**config.mk**
```make
export PLATFORM = sky130hd
export DESIGN_NAME = dbl_top
export DESIGN_NICKNAME = d
export VERILOG_FILES = /design/src/core/dbl_pkg.sv /design/src/core/dbl_top.sv /design/src/core/dbl_mem.sv /design/src/core/dbl_fifo.sv
export SDC_FILE = /design/constraint.sdc
export NUM_CORES = 1
export LEC_CHECK = 0
export ABC_CLOCK_PERIOD_IN_PS = 4050
export BUFFER_PORTS_ARGS = -buffer_cell sky130_fd_sc_hd__buf_2
export CORE_MARGIN = 2
export CORE_UTILIZATION = 60
export DETAILED_ROUTE_END_ITERATION = 7
export PLACE_DENSITY = 0.79
export SYNTH_ARGS = -nofsm -noshare
export SYNTH_HDL_FRONTEND = slang
export SYNTH_HIERARCHICAL = 1
export SYNTH_SLANG_ARGS = --single-unit
```
**constraint.sdc**
```tcl
create_clock -name clk -period 4.05 [get_ports clk]
set_clock_uncertainty 0.15 [all_clocks]
set_input_delay 0.2025 -clock clk [delete_from_list [all_inputs] [get_ports clk]]
set_output_delay 0.2025 -clock clk [all_outputs]
set_load 0.02 [all_outputs]
```
**src/core/dbl_pkg.sv**
```systemverilog
// Purpose: constants shared by the DMA buffer level and packet count block
// Assumes: Avalon-MM slave with 32-bit data, one register per aligned word
// Notes: printed offsets are not all multiples of four, so byte address = 4 * index
package dbl_pkg;
  localparam int DBL_ADDR_W = 18;
  localparam int DBL_PTR_W = 11;
  localparam int DBL_CNT_W = 16;
  localparam int DBL_FIFO_DEPTH = 32;
  localparam int DBL_FIFO_W = 8;
  // register indices as printed
  localparam logic [15:0] DBL_CH1_RD_LO = 16'hFFB6;
  localparam logic [15:0] DBL_CH1_WR_HI = 16'hFFB7;
  localparam logic [15:0] DBL_CH1_WR_LO = 16'hFFB8;
  localparam logic [15:0] DBL_CH0_RD_HI = 16'hFFB9;
  localparam logic [15:0] DBL_CH0_RD_LO = 16'hFFBA;
  localparam logic [15:0] DBL_CH0_WR_HI = 16'hFFBB;
  localparam logic [15:0] DBL_CH0_WR_LO = 16'hFFBC;
  localparam logic [15:0] DBL_CH1_RD_HI = 16'hFFB5;
  localparam logic [15:0] DBL_CH0_FILL_LO = 16'hFFEB;
  localparam logic [15:0] DBL_CH0_FILL_HI = 16'hFFEC;
  localparam logic [15:0] DBL_BPC_HI = 16'hFFF1;
  localparam logic [15:0] DBL_BPC_LO = 16'hFFF2;
  localparam logic [15:0] DBL_CH1_FILL_LO = 16'hFFF3;
  localparam logic [15:0] DBL_CH1_FILL_HI = 16'hFFF4;
  // control register of our own: bit0 enable, bit1 handshake, bit2 done (read)
  localparam logic [15:0] DBL_CTRL = 16'hFF80;
  localparam int DBL_CTRL_EN = 0;
  localparam int DBL_CTRL_HSK = 1;
  localparam int DBL_CTRL_DONE = 2;
  localparam logic [7:0] DBL_BYTE_RST = 8'h00;
  localparam logic [15:0] DBL_CNT_RST = 16'h0000;
  localparam logic [10:0] DBL_PTR_RST = 11'h000;
  localparam logic [31:0] DBL_UNMAPPED = 32'h0000_0000;
endpackage

```
**src/core/dbl_top.sv**
```systemverilog
// Purpose: DMA buffer level, pointers and bulk packet count for two channels
// Assumes: single 40 MHz clock, Avalon-MM slave, synchronous inputs
// Notes: channel 0 carries the bulk path through the FIFO to the codec port
//
// Overview of operation
// - per channel read-only 16-bit fill level bytes
// - fill level latched at each start-of-frame
// - 16-bit read/write bulk packet count bytes
// - up to 65535 packets without firmware action
// - count readable anytime, read leaves it alone
// - write pointer exposed as low and high bytes
// - write pointer high bits 7:3 reserved
// - read pointer low byte per channel
// - pointers readable by firmware at any time
// - read pointer upper three bits high byte
// - handshake mode stops, disables, flags done
//
// The Avalon-MM interface to the registers was chosen for this implementation.
`timescale 1ns/1ps
module dbl_top
  import dbl_pkg::*;
#(
  parameter int FIFO_DEPTH = DBL_FIFO_DEPTH
) (
  input wire logic clk,
  input wire logic rst_b,
  input wire logic ce,
  // avalon-mm slave, byte address
  input wire logic [DBL_ADDR_W-1:0] avs_address,
  input wire logic avs_read,
  input wire logic avs_write,
  input wire logic [31:0] avs_writedata,
  input wire logic [3:0] avs_byteenable,
  output logic [31:0] avs_readdata,
  output logic avs_waitrequest,
  // usb side events
  input wire logic sof,
  input wire logic ch0_wr_advance,
  input wire logic ch1_wr_advance,
  input wire logic ch1_rd_advance,
  // bulk data from buffer manager into channel 0
  input wire logic bulk_valid,
  output logic bulk_ready,
  input wire logic [7:0] bulk_data,
  input wire logic bulk_last,
  // codec port side
  output logic cport_valid,
  input wire logic cport_ready,
  output logic [7:0] cport_data,
  output logic channel_done
);
  ////////////////////////////////////////////////////////////////////////////
  // state
  logic [DBL_PTR_W-1:0] wr_ptr_reg [2];
  logic [DBL_PTR_W-1:0] rd_ptr_reg [2];
  logic [DBL_CNT_W-1:0] fill_reg [2];
  logic [DBL_CNT_W-1:0] pkt_cnt_reg;
  logic en_reg;
  logic hsk_reg;
  logic done_reg;
  logic rd_pend_reg;
  logic [31:0] rdata_reg;

  function automatic logic [DBL_PTR_W-1:0] ptr_inc(input logic [DBL_PTR_W-1:0] p);
    ptr_inc = p + 11'h001;
  endfunction

  // live byte count between write and read pointers, modulo buffer size
  function automatic logic [DBL_CNT_W-1:0] level_of(input logic [DBL_PTR_W-1:0] w,
                                                    input logic [DBL_PTR_W-1:0] r);
    logic [DBL_PTR_W-1:0] d;
    d = w - r;
    level_of = {5'h00, d};
  endfunction

  ////////////////////////////////////////////////////////////////////////////
  // bulk path through the fifo
  logic fifo_in_ready;
  logic fifo_out_valid;
  logic [7:0] fifo_out_data;

  wire logic running = en_reg && (pkt_cnt_reg != DBL_CNT_RST);
  // stall upstream while the channel is stopped
  wire logic accept = bulk_valid && fifo_in_ready && running;
  wire logic take = fifo_out_valid && cport_ready;
  wire logic pkt_end = accept && bulk_last;

  assign bulk_ready = fifo_in_ready && running;
  assign cport_valid = fifo_out_valid;
  assign cport_data = fifo_out_data;

  dbl_fifo #(.WIDTH(DBL_FIFO_W), .DEPTH(FIFO_DEPTH)) u_fifo (
    .clk(clk),
    .rst_b(rst_b),
    .ce(ce),
    .in_valid(accept),
    .in_ready(fifo_in_ready),
    .in_data(bulk_data),
    .out_valid(fifo_out_valid),
    .out_ready(cport_ready),
    .out_data(fifo_out_data)
  );

  ////////////////////////////////////////////////////////////////////////////
  // register decode
  wire logic [15:0] reg_idx = avs_address[17:2];
  wire logic hit_rd = avs_read && !rd_pend_reg;
  wire logic wr_lo = avs_write && (reg_idx == DBL_BPC_LO) && avs_byteenable[0];
  wire logic wr_hi = avs_write && (reg_idx == DBL_BPC_HI) && avs_byteenable[0];
  wire logic wr_ctrl = avs_write && (reg_idx == DBL_CTRL) && avs_byteenable[0];
  wire logic [7:0] ctrl_rd = {5'h00, done_reg, hsk_reg, en_reg};
  wire logic last_pkt = (pkt_cnt_reg == 16'h0001);

  logic [7:0] rd_byte;
  logic rd_hit;
  always_comb begin
    rd_byte = DBL_BYTE_RST;
    rd_hit = 1'b1;
    unique case (reg_idx)
      DBL_CH0_FILL_LO: rd_byte = fill_reg[0][7:0];
      DBL_CH0_FILL_HI: rd_byte = fill_reg[0][15:8];
      DBL_CH1_FILL_LO: rd_byte = fill_reg[1][7:0];
      DBL_CH1_FILL_HI: rd_byte = fill_reg[1][15:8];
      DBL_BPC_LO: rd_byte = pkt_cnt_reg[7:0];
      DBL_BPC_HI: rd_byte = pkt_cnt_reg[15:8];
      DBL_CH0_WR_LO: rd_byte = wr_ptr_reg[0][7:0];
      DBL_CH0_WR_HI: rd_byte = {5'h00, wr_ptr_reg[0][10:8]};
      DBL_CH1_WR_LO: rd_byte = wr_ptr_reg[1][7:0];
      DBL_CH1_WR_HI: rd_byte = {5'h00, wr_ptr_reg[1][10:8]};
      DBL_CH0_RD_LO: rd_byte = rd_ptr_reg[0][7:0];
      DBL_CH1_RD_LO: rd_byte = rd_ptr_reg[1][7:0];
      DBL_CH0_RD_HI: rd_byte = {5'h00, rd_ptr_reg[0][10:8]};
      DBL_CH1_RD_HI: rd_byte = {5'h00, rd_ptr_reg[1][10:8]};
      DBL_CTRL: rd_byte = ctrl_rd;
      default: rd_hit = 1'b0;
    endcase
  end

  // reads take one extra cycle so read data come from a flop
  assign avs_waitrequest = avs_read && !rd_pend_reg;
  assign avs_readdata = rdata_reg;
  assign channel_done = done_reg;

  ////////////////////////////////////////////////////////////////////////////
  // bus read pipeline
  always_ff @(posedge clk or negedge rst_b) begin
    if (!rst_b) begin
      rd_pend_reg <= 1'b0;
      rdata_reg <= DBL_UNMAPPED;
    end else if (ce) begin
      rd_pend_reg <= hit_rd;
      if (hit_rd) begin
        rdata_reg <= rd_hit ? {24'h000000, rd_byte} : DBL_UNMAPPED;
      end
    end
  end

  ////////////////////////////////////////////////////////////////////////////
  // pointers and frame-latched fill level
  always_ff @(posedge clk or negedge rst_b) begin
    if (!rst_b) begin
      for (int i = 0; i < 2; i++) begin
        wr_ptr_reg[i] <= DBL_PTR_RST;
        rd_ptr_reg[i] <= DBL_PTR_RST;
        fill_reg[i] <= DBL_CNT_RST;
      end
    end else if (ce) begin
      if (ch0_wr_advance) wr_ptr_reg[0] <= ptr_inc(wr_ptr_reg[0]);
      if (ch1_wr_advance) wr_ptr_reg[1] <= ptr_inc(wr_ptr_reg[1]);
      if (take) rd_ptr_reg[0] <= ptr_inc(rd_ptr_reg[0]);
      if (ch1_rd_advance) rd_ptr_reg[1] <= ptr_inc(rd_ptr_reg[1]);
      if (sof) begin
        // held for the whole frame so firmware sees a stable value
        fill_reg[0] <= level_of(wr_ptr_reg[0], rd_ptr_reg[0]);
        fill_reg[1] <= level_of(wr_ptr_reg[1], rd_ptr_reg[1]);
      end
    end
  end

  ////////////////////////////////////////////////////////////////////////////
  // packet count and channel control
  // a packet counts once its last byte enters the fifo; count writes are dropped
  // while enabled, and a decrement wins over a load in the same cycle
  always_ff @(posedge clk or negedge rst_b) begin
    if (!rst_b) begin
      pkt_cnt_reg <= DBL_CNT_RST;
      en_reg <= 1'b0;
      hsk_reg <= 1'b0;
      done_reg <= 1'b0;
    end else if (ce) begin
      if (pkt_end) begin
        pkt_cnt_reg <= pkt_cnt_reg - 16'h0001;
      end else if (wr_lo && !en_reg) begin
        pkt_cnt_reg[7:0] <= avs_writedata[7:0];
      end else if (wr_hi && !en_reg) begin
        pkt_cnt_reg[15:8] <= avs_writedata[7:0];
      end
      if (pkt_end && last_pkt && hsk_reg) begin
        en_reg <= 1'b0;
      end else if (wr_ctrl) begin
        en_reg <= avs_writedata[DBL_CTRL_EN];
      end
      if (wr_ctrl && !en_reg) hsk_reg <= avs_writedata[DBL_CTRL_HSK];
      // set wins over a clearing write in the same cycle
      if (pkt_end && last_pkt) begin
        done_reg <= 1'b1;
      end else if (wr_ctrl && avs_writedata[DBL_CTRL_DONE]) begin
        done_reg <= 1'b0;
      end
    end
  end
endmodule

```
**src/core/dbl_mem.sv**
```systemverilog
// Purpose: small byte memory with registered read data
// Assumes: one write and one read port, same clock
// Notes: read data valid the cycle after the read request
`timescale 1ns/1ps
module dbl_mem #(
  parameter int WIDTH = 8,
  parameter int DEPTH = 32,
  parameter int AW = $clog2(DEPTH)
) (
  input wire logic clk,
  input wire logic ce,
  input wire logic wr_en,
  input wire logic [AW-1:0] wr_addr,
  input wire logic [WIDTH-1:0] wr_data,
  input wire logic rd_en,
  input wire logic [AW-1:0] rd_addr,
  output logic [WIDTH-1:0] rd_data
);
  logic [WIDTH-1:0] mem_reg [DEPTH];

  always_ff @(posedge clk) begin
    if (ce && wr_en) begin
      mem_reg[wr_addr] <= wr_data;
    end
    if (ce && rd_en) begin
      rd_data <= mem_reg[rd_addr];
    end
  end
endmodule

```
**src/core/dbl_fifo.sv**
```systemverilog
// Purpose: valid/ready byte FIFO between the buffer manager and the codec port
// Assumes: first-word fall-through through a one-entry output register
// Notes: full and empty are exact, counted on stored entries
`timescale 1ns/1ps
module dbl_fifo #(
  parameter int WIDTH = 8,
  parameter int DEPTH = 32
) (
  input wire logic clk,
  input wire logic rst_b,
  input wire logic ce,
  input wire logic in_valid,
  output logic in_ready,
  input wire logic [WIDTH-1:0] in_data,
  output logic out_valid,
  input wire logic out_ready,
  output logic [WIDTH-1:0] out_data
);
  localparam int AW = $clog2(DEPTH);
  logic [AW:0] wr_ptr_reg;
  logic [AW:0] rd_ptr_reg;
  logic out_valid_reg;
  logic [WIDTH-1:0] mem_q;
  wire logic full = (wr_ptr_reg[AW] != rd_ptr_reg[AW]) &&
                    (wr_ptr_reg[AW-1:0] == rd_ptr_reg[AW-1:0]);
  wire logic empty = (wr_ptr_reg == rd_ptr_reg);
  wire logic push = in_valid && !full;
  // load the output stage when it is free or being taken
  wire logic pop = !empty && (!out_valid_reg || out_ready);

  assign in_ready = !full;
  assign out_valid = out_valid_reg;
  assign out_data = mem_q;

  dbl_mem #(.WIDTH(WIDTH), .DEPTH(DEPTH)) u_mem (
    .clk(clk),
    .ce(ce),
    .wr_en(push),
    .wr_addr(wr_ptr_reg[AW-1:0]),
    .wr_data(in_data),
    .rd_en(pop),
    .rd_addr(rd_ptr_reg[AW-1:0]),
    .rd_data(mem_q)
  );

  always_ff @(posedge clk or negedge rst_b) begin
    if (!rst_b) begin
      wr_ptr_reg <= '0;
      rd_ptr_reg <= '0;
      out_valid_reg <= 1'b0;
    end else if (ce) begin
      if (push) wr_ptr_reg <= wr_ptr_reg + 1'b1;
      if (pop) rd_ptr_reg <= rd_ptr_reg + 1'b1;
      if (pop) out_valid_reg <= 1'b1;
      else if (out_ready) out_valid_reg <= 1'b0;
    end
  end
endmodule

```
==> impl_metrics.toml, run 1 <==
[detailed_routing]
drt-initial-drc-count = 1276
wl_per_cell_um = 24.5
drt-total-wl_um = 41400
drc = 0
routed-via-count = 10900
drtAntennaViolNets = 0
dr.pass1.iters = 7
viasPerCell = 6.47

[placement]
place_congestion = 0.963
dp.cells = 1605
portBuffers = 64
dp_hpwl_um = 26500

[global_routing]
grt_max_degree = 68
grt_pass1_vias = 10700
grt_pass1_wl_um = 63300
grt_overflow = 0
antenna_found_initial = 0
grt_usage_pct = 27.7

[yosys]
synth_top_area_cell = "edfxtp_1"
syn_area_per_cell_um2 = 14.5
ys_ff_latch = 371
synth-simple-area-share_pct = 10.5
synth_mux_area_share_pct = 11.7
yosys_warnings = 6
synth_compound_area_share_pct = 6.82
synthXorXnorAreaFrac_pct = 3.52
synth_ff_type = "edfxtp_1"
netlist_top_cells_area = "edfxtp_1 (46%), dfrtp_1 (16%), mux4_2 (11%)"
synth_top_area_share_pct = 46.2
synth-edff-count = 264
ys_seq_area_share_pct = 61.9
synth_top_family_by_area = "multiplexers"
synthesis.area_mm2 = 0.0171
ys_types = 82
syn_inst = 1183
synth-async-reset-ratio_pct = 28.8
synth_fa_ha_area_share_pct = 2.35

[timing]
tns_ns = 0
hold_viol = 0
setup_viol = 0
worst_pin_slew_ns = 1.10
slew_headroom_pct = 26.7
period_minus_slack_ns = 3.35
finalMaxSlewViolations = 0
fmax_mhz = 298
rsz0062_at_grt = "false"
fin_crit_sh_pct = 82.8

[die]
start_util_pct = 61.4
ioPinCount = 118
coreArea_mm2 = 0.0279
fp.dieH_um = 173
dieArea_mm2 = 0.0299
dieWidth_um = 173
rows = 61

[power]
p_leak_nw = 7.02
peakVddDrop_v = 0.000385
pwr_density_cell_mw_per_mm2 = 600

[critical_path]
cp_max_fo = 11
start_kind = "flop"
r2r-start = "u_fifo/wr_ptr_reg[4]$_DFFE_PN0P_"
critPathRequiredTime_ns = 4.05
cp_data_arrival_time_ns = 3.36
cp-end-kind = "flop"
path_class = "reg -> reg"
crit_start = "u_fifo/wr_ptr_reg[4]$_DFFE_PN0P_"

[layout]
largest_register_ff_count = 256
final_cells = 1688
drive_gt1_share_pct = 20.5
diodes = 0
syn_to_final_growth_pct = 12.0
nets = 1386

[clock_tree]
insertion_delay_ns = 0.53
cts_tree = "built"
htreeDepth = 2
postCtsSetupBuffers = 0
root_buffer = "clkbuf_16"
clk_path_buf_depth = 3
cts.sinks = 371
cts_buffers = 39
clk_pin_slew_ns = 0.06

[run_status]
status = "completed"

[flow_run]
drv_cap = 0

[hold_path]
hold_start = "avs_write"
hp-class = "in -> reg"
-- cells in the mapped netlist, drive strengths merged, types with 8 or more instances --
library cell and count:
a21oi 26, a221oi 8, a22oi 11, a31oi 11
and2 8, and3 10, buf 47, clkbuf 25
dfrtp 107, edfxtp 264, ha 29, inv 35
mux2 14, mux4 80, nand2 75, nand3 33
nand4 16, nor2 79, nor2b 9, nor3 24
nor4 23, o21ai 46, o31ai 8, or3 12
xnor2 50, xor2 19
-- critical path, cell delays in order, from the launching register on --
cell and delay (ns):
dfrtp_1 0.57, xor2_1 0.31, nor3_4 0.11, nand4_1 0.13, and4_1 0.20, and2_1 0.19
nand4_1 0.44, nor2_1 0.86
-- per-layer routing --
layer / GRT usage [%] / vias up / wire, um
met2: 48.3 / 572 / 21200
met3: 4.40 / 129 / 2830
met1: 35.1 / 5485 / 15500
met5: 0 / - / 0
met4: 10.9 / 0 / 1850
li1: - / 4728 / -
-- where the power goes --
group          switching, mW  internal [mW]
clock network           1.46           2.03
registers              0.364           4.41
logic                   1.70           1.56
-- per-stage QoR --
step	setup WS, ns	area (um2)	power [mW]	hold WS (ns)	utilization (%)
final	0.697	19200	11.5	0.0346	68.8
after global routing	0.551	19200	12.0	0.0568	68.8
after CTS	0.758	19200	11.5	0.0252	68.8
after detailed placement	0.856	17800	8.01	0.163	63.9
after global placement	0.960	17800	7.90	0.163	63.9
after floorplan	1.35	17200	7.17	-0.243	-
-- repair_timing --
item / 4_1_cts / 5_1_grt
hold endpoints to repair: 80 / 0
resized for setup: 0 / 0
hold buffers: 13 / 0
endpoints found under the setup margin: 0 / 0
-- cell type report --
type | instances | area (um2)
Inverter | 35 | 131
Sequential cell | 371 | 10600
Fill cell | 1836 | 8730
Clock buffer | 49 | 1040
Tap cell | 378 | 473
Timing Repair Buffer | 106 | 683
Multi-Input combinational cell | 728 | 6070
Clock inverter | 21 | 191
-- final timing paths --
check                                                        endpoint  cells after the start  slack [ns]
worst min-delay path                              hsk_reg$_DFFE_PN0P_                      5        0.03
worst min register to register            avs_readdata[7]$_DFFE_PN0P_                      1        0.33
worst max register to register  u_fifo/u_mem/mem_reg[11][4]$_DFFE_PP_                      7        0.70
min in group asynchronous                   wr_ptr_reg[4]$_DFFE_PN0P_                      2        0.15
worst max-delay path            u_fifo/u_mem/mem_reg[11][4]$_DFFE_PP_                      7        0.70
max in group asynchronous            u_fifo/rd_ptr_reg[2]$_DFFE_PN0P_                      3        2.67
-- cell families (layout without fill, tap and decap cells) --
kind of cell | count (synthesis) | in the layout
compound gates | 170 | 170
xor+xnor | 69 | 69
fa+ha+maj | 31 | 31
buf+inv | 107 | 211
flops | 371 | 371
mux | 99 | 99
other cells | 1 | 24
simple gates | 335 | 335
-- cell usage in the layout, fill, tap and decap left out, drive strengths merged, types with 38 or more instances in the layout --
master / netlist / final
xnor2: 50 / 50
edfxtp: 264 / 264
o21ai: 46 / 46
buf: 47 / 93
inv: 35 / 38
mux4: 80 / 80
nand2: 75 / 75
dfrtp: 107 / 107
clkbuf: 25 / 49
nor2: 79 / 79
Power figures use the tool's default switching activity.
==> run 2: changes to the inputs <==
ABC_CLOCK_PERIOD_IN_PS = 3300   (was 4050)
clock period = 3.3 ns   (was 4.05 ns; I/O delays follow)
==> impl_metrics.toml, run 2 (synthesis results as in run 1) <==
[critical_path]
cp.depth = 9
crit_start = "pkt_cnt_reg[0]$_DFFE_PN0P_"
critPathSlowestCell = "nor2_1"
path_class = "reg -> reg"
r2r_end = "u_fifo/u_mem/mem_reg[0][0]$_DFFE_PP_"
cp.buffers_inverters = 1
start_kind = "flop"
cp_max_fo = 8
slowest_delay_ns = 0.70
cp_data_arrival_time_ns = 3.20
reg2reg_slack_ns = 0.12
cp-endpoint = "u_fifo/u_mem/mem_reg[0][0]$_DFFE_PP_"
cp-end-kind = "flop"
crit_family = "simple AND/OR/NAND/NOR gates"
r2r-start = "pkt_cnt_reg[0]$_DFFE_PN0P_"
path_cells = "inv_1, ha_1, nand4_1, or2_2, and4_1, and2_1, nand2_1, or3_1, nor2_1"
critPathRequiredTime_ns = 3.32
ff2ff_path_depth = 9

[die]
dieArea_mm2 = 0.0299
ioPinCount = 118
rows = 61
dieWidth_um = 173
coreArea_mm2 = 0.0279
fp.dieH_um = 173
start_util_pct = 61.4

[timing]
setup_viol = 0
slew_headroom_pct = 28.0
worst_pin_slew_ns = 1.08
fmax_mhz = 315
period_minus_slack_ns = 3.18
fin_crit_sh_pct = 96.3
finalMaxSlewViolations = 0
rsz0062_at_grt = "false"
tns_ns = 0
hold_viol = 0

[detailed_routing]
drt-total-wl_um = 41500
wl_per_cell_um = 24.4
viasPerCell = 6.46
routed-via-count = 11000
drt-initial-drc-count = 1259
drc = 0
drtAntennaViolNets = 0
dr.pass1.iters = 6

[layout]
final_cells = 1702
syn_to_final_growth_pct = 13.0
largest_register_ff_count = 256
drive_gt1_share_pct = 21.5
finish.utilization_pct = 69.4
finish.instance_area_mm2 = 0.0194
final_common_cell = "edfxtp_1"
final_cell_mix = "edfxtp_1 (264), dfrtp_1 (105), mux4_2 (80)"
nFillCells = 1846
diodes = 0
nets = 1398

[clock_tree]
cts.sinks = 371
cts_buffers = 39
htreeDepth = 2
clk_path_buf_depth = 3
cts_tree = "built"
insertion_delay_ns = 0.55
root_buffer = "clkbuf_16"
clk_pin_slew_ns = 0.06
postCtsSetupBuffers = 0

[hold_path]
holdPathStages = 5
hold_start = "sof"
hp-class = "in -> reg"

[flow_run]
drv_cap = 0

[placement]
place_congestion = 0.948
dp_hpwl_um = 27100
dp.cells = 1615
placed_area_mm2 = 0.0179
portBuffers = 64

[power]
sw_frac_of_total_pct = 30.6
internal-power_mw = 9.91
seqPwrFrac_pct = 40.9
p_leak_nw = 7.11
total_power_mw = 14.3
p_comb_share_pct = 28.3
pwr_density_cell_mw_per_mm2 = 736
peakVddDrop_v = 0.000582
p_switching_mw = 4.36
p_clk_share_pct = 30.8

[global_routing]
grt_usage_pct = 28.1
grt_overflow = 0
grt_pass1_vias = 10900
grt_pass1_wl_um = 64300
grt_max_degree = 76
antenna_found_initial = 0

[run_status]
status = "completed"
==> run 2: changes by cell type in the layout (fill, tap and decap cells not counted), sizes merged <==
| cell | change |
|---|---|
| buf | +11 |
| clkbuf | +3 |
| clkinv | -3 |
| clkinvlp | +1 |
| dlygate4sd3 | +1 |
| inv | +1 |
==> run 2: per-stage QoR <==
| stage | worst slack [ns] | hold slack, ns |
|---|---|---|
| 3_3_place_gp | 0.265 | -0.0168 |
| 5_1_grt | 0.0110 | 0.0419 |
| 2_1_floorplan | 0.605 | -0.281 |
| 3_5_place_dp | 0.161 | -0.0176 |
| 6_report | 0.122 | 0.0141 |
| 4_1_cts | 0.161 | 0.00250 |
==> run 2: worst min path at each step <==
stage / endpoint / slack [ns]
floorplan: avs_readdata[0]$_DFFE_PN0P_ / -0.28
global placement: wr_ptr_reg[2]$_DFFE_PN0P_ / -0.02
detailed placement: wr_ptr_reg[2]$_DFFE_PN0P_ / -0.02
CTS: hsk_reg$_DFFE_PN0P_ / 0.003
global route: hsk_reg$_DFFE_PN0P_ / 0.04
finish: fill_reg[3]$_DFFE_PN0P_ / 0.01
==> run 2: worst register-to-register path, delay by kind of cell (launching register included) <==
family / cells / cell delay, ns
and+or+nand+nor: 7 / 1.95
adders and majority gates: 1 / 0.21
buffers and inverters: 1 / 0.08
DFF: 1 / 0.40
==> run 2: metal layers <==
metal | GRT usage (%) | wire [um] | vias to the layer above
met5 | 0 | 0 | -
met3 | 3.61 | 3180 | 111
li1 | - | - | 4762
met2 | 49.2 | 21400 | 651
met1 | 36.7 | 15400 | 5475
met4 | 9.25 | 1500 | 0
==> run 2: cell type report <==
class                           count  area (um2)  area share (%)
Clock buffer                       52        1070            5.55
Clock inverter                     20         214            1.10
Inverter                           35         131           0.678
Multi-Input combinational cell    728        6070            31.3
Sequential cell                   371       10600            54.8
Tap cell                          378         473            2.44
Timing Repair Buffer              118         801            4.13
==> run 2: power groups by stage <==
stage	sequential [mW]	combinational, mW	clock [mW]
3_3_place_gp	5.90	3.85	0
3_5_place_dp	5.92	3.97	0
5_1_grt	5.87	4.36	4.61
6_report	5.84	4.04	4.39
4_1_cts	5.83	4.05	4.43
2_1_floorplan	5.84	2.95	0
==> run 2: timing repair <==
action	4_1_cts	5_1_grt
gates resized for setup	0	0
hold buffers	15	0
endpoints found under the hold margin	140	0
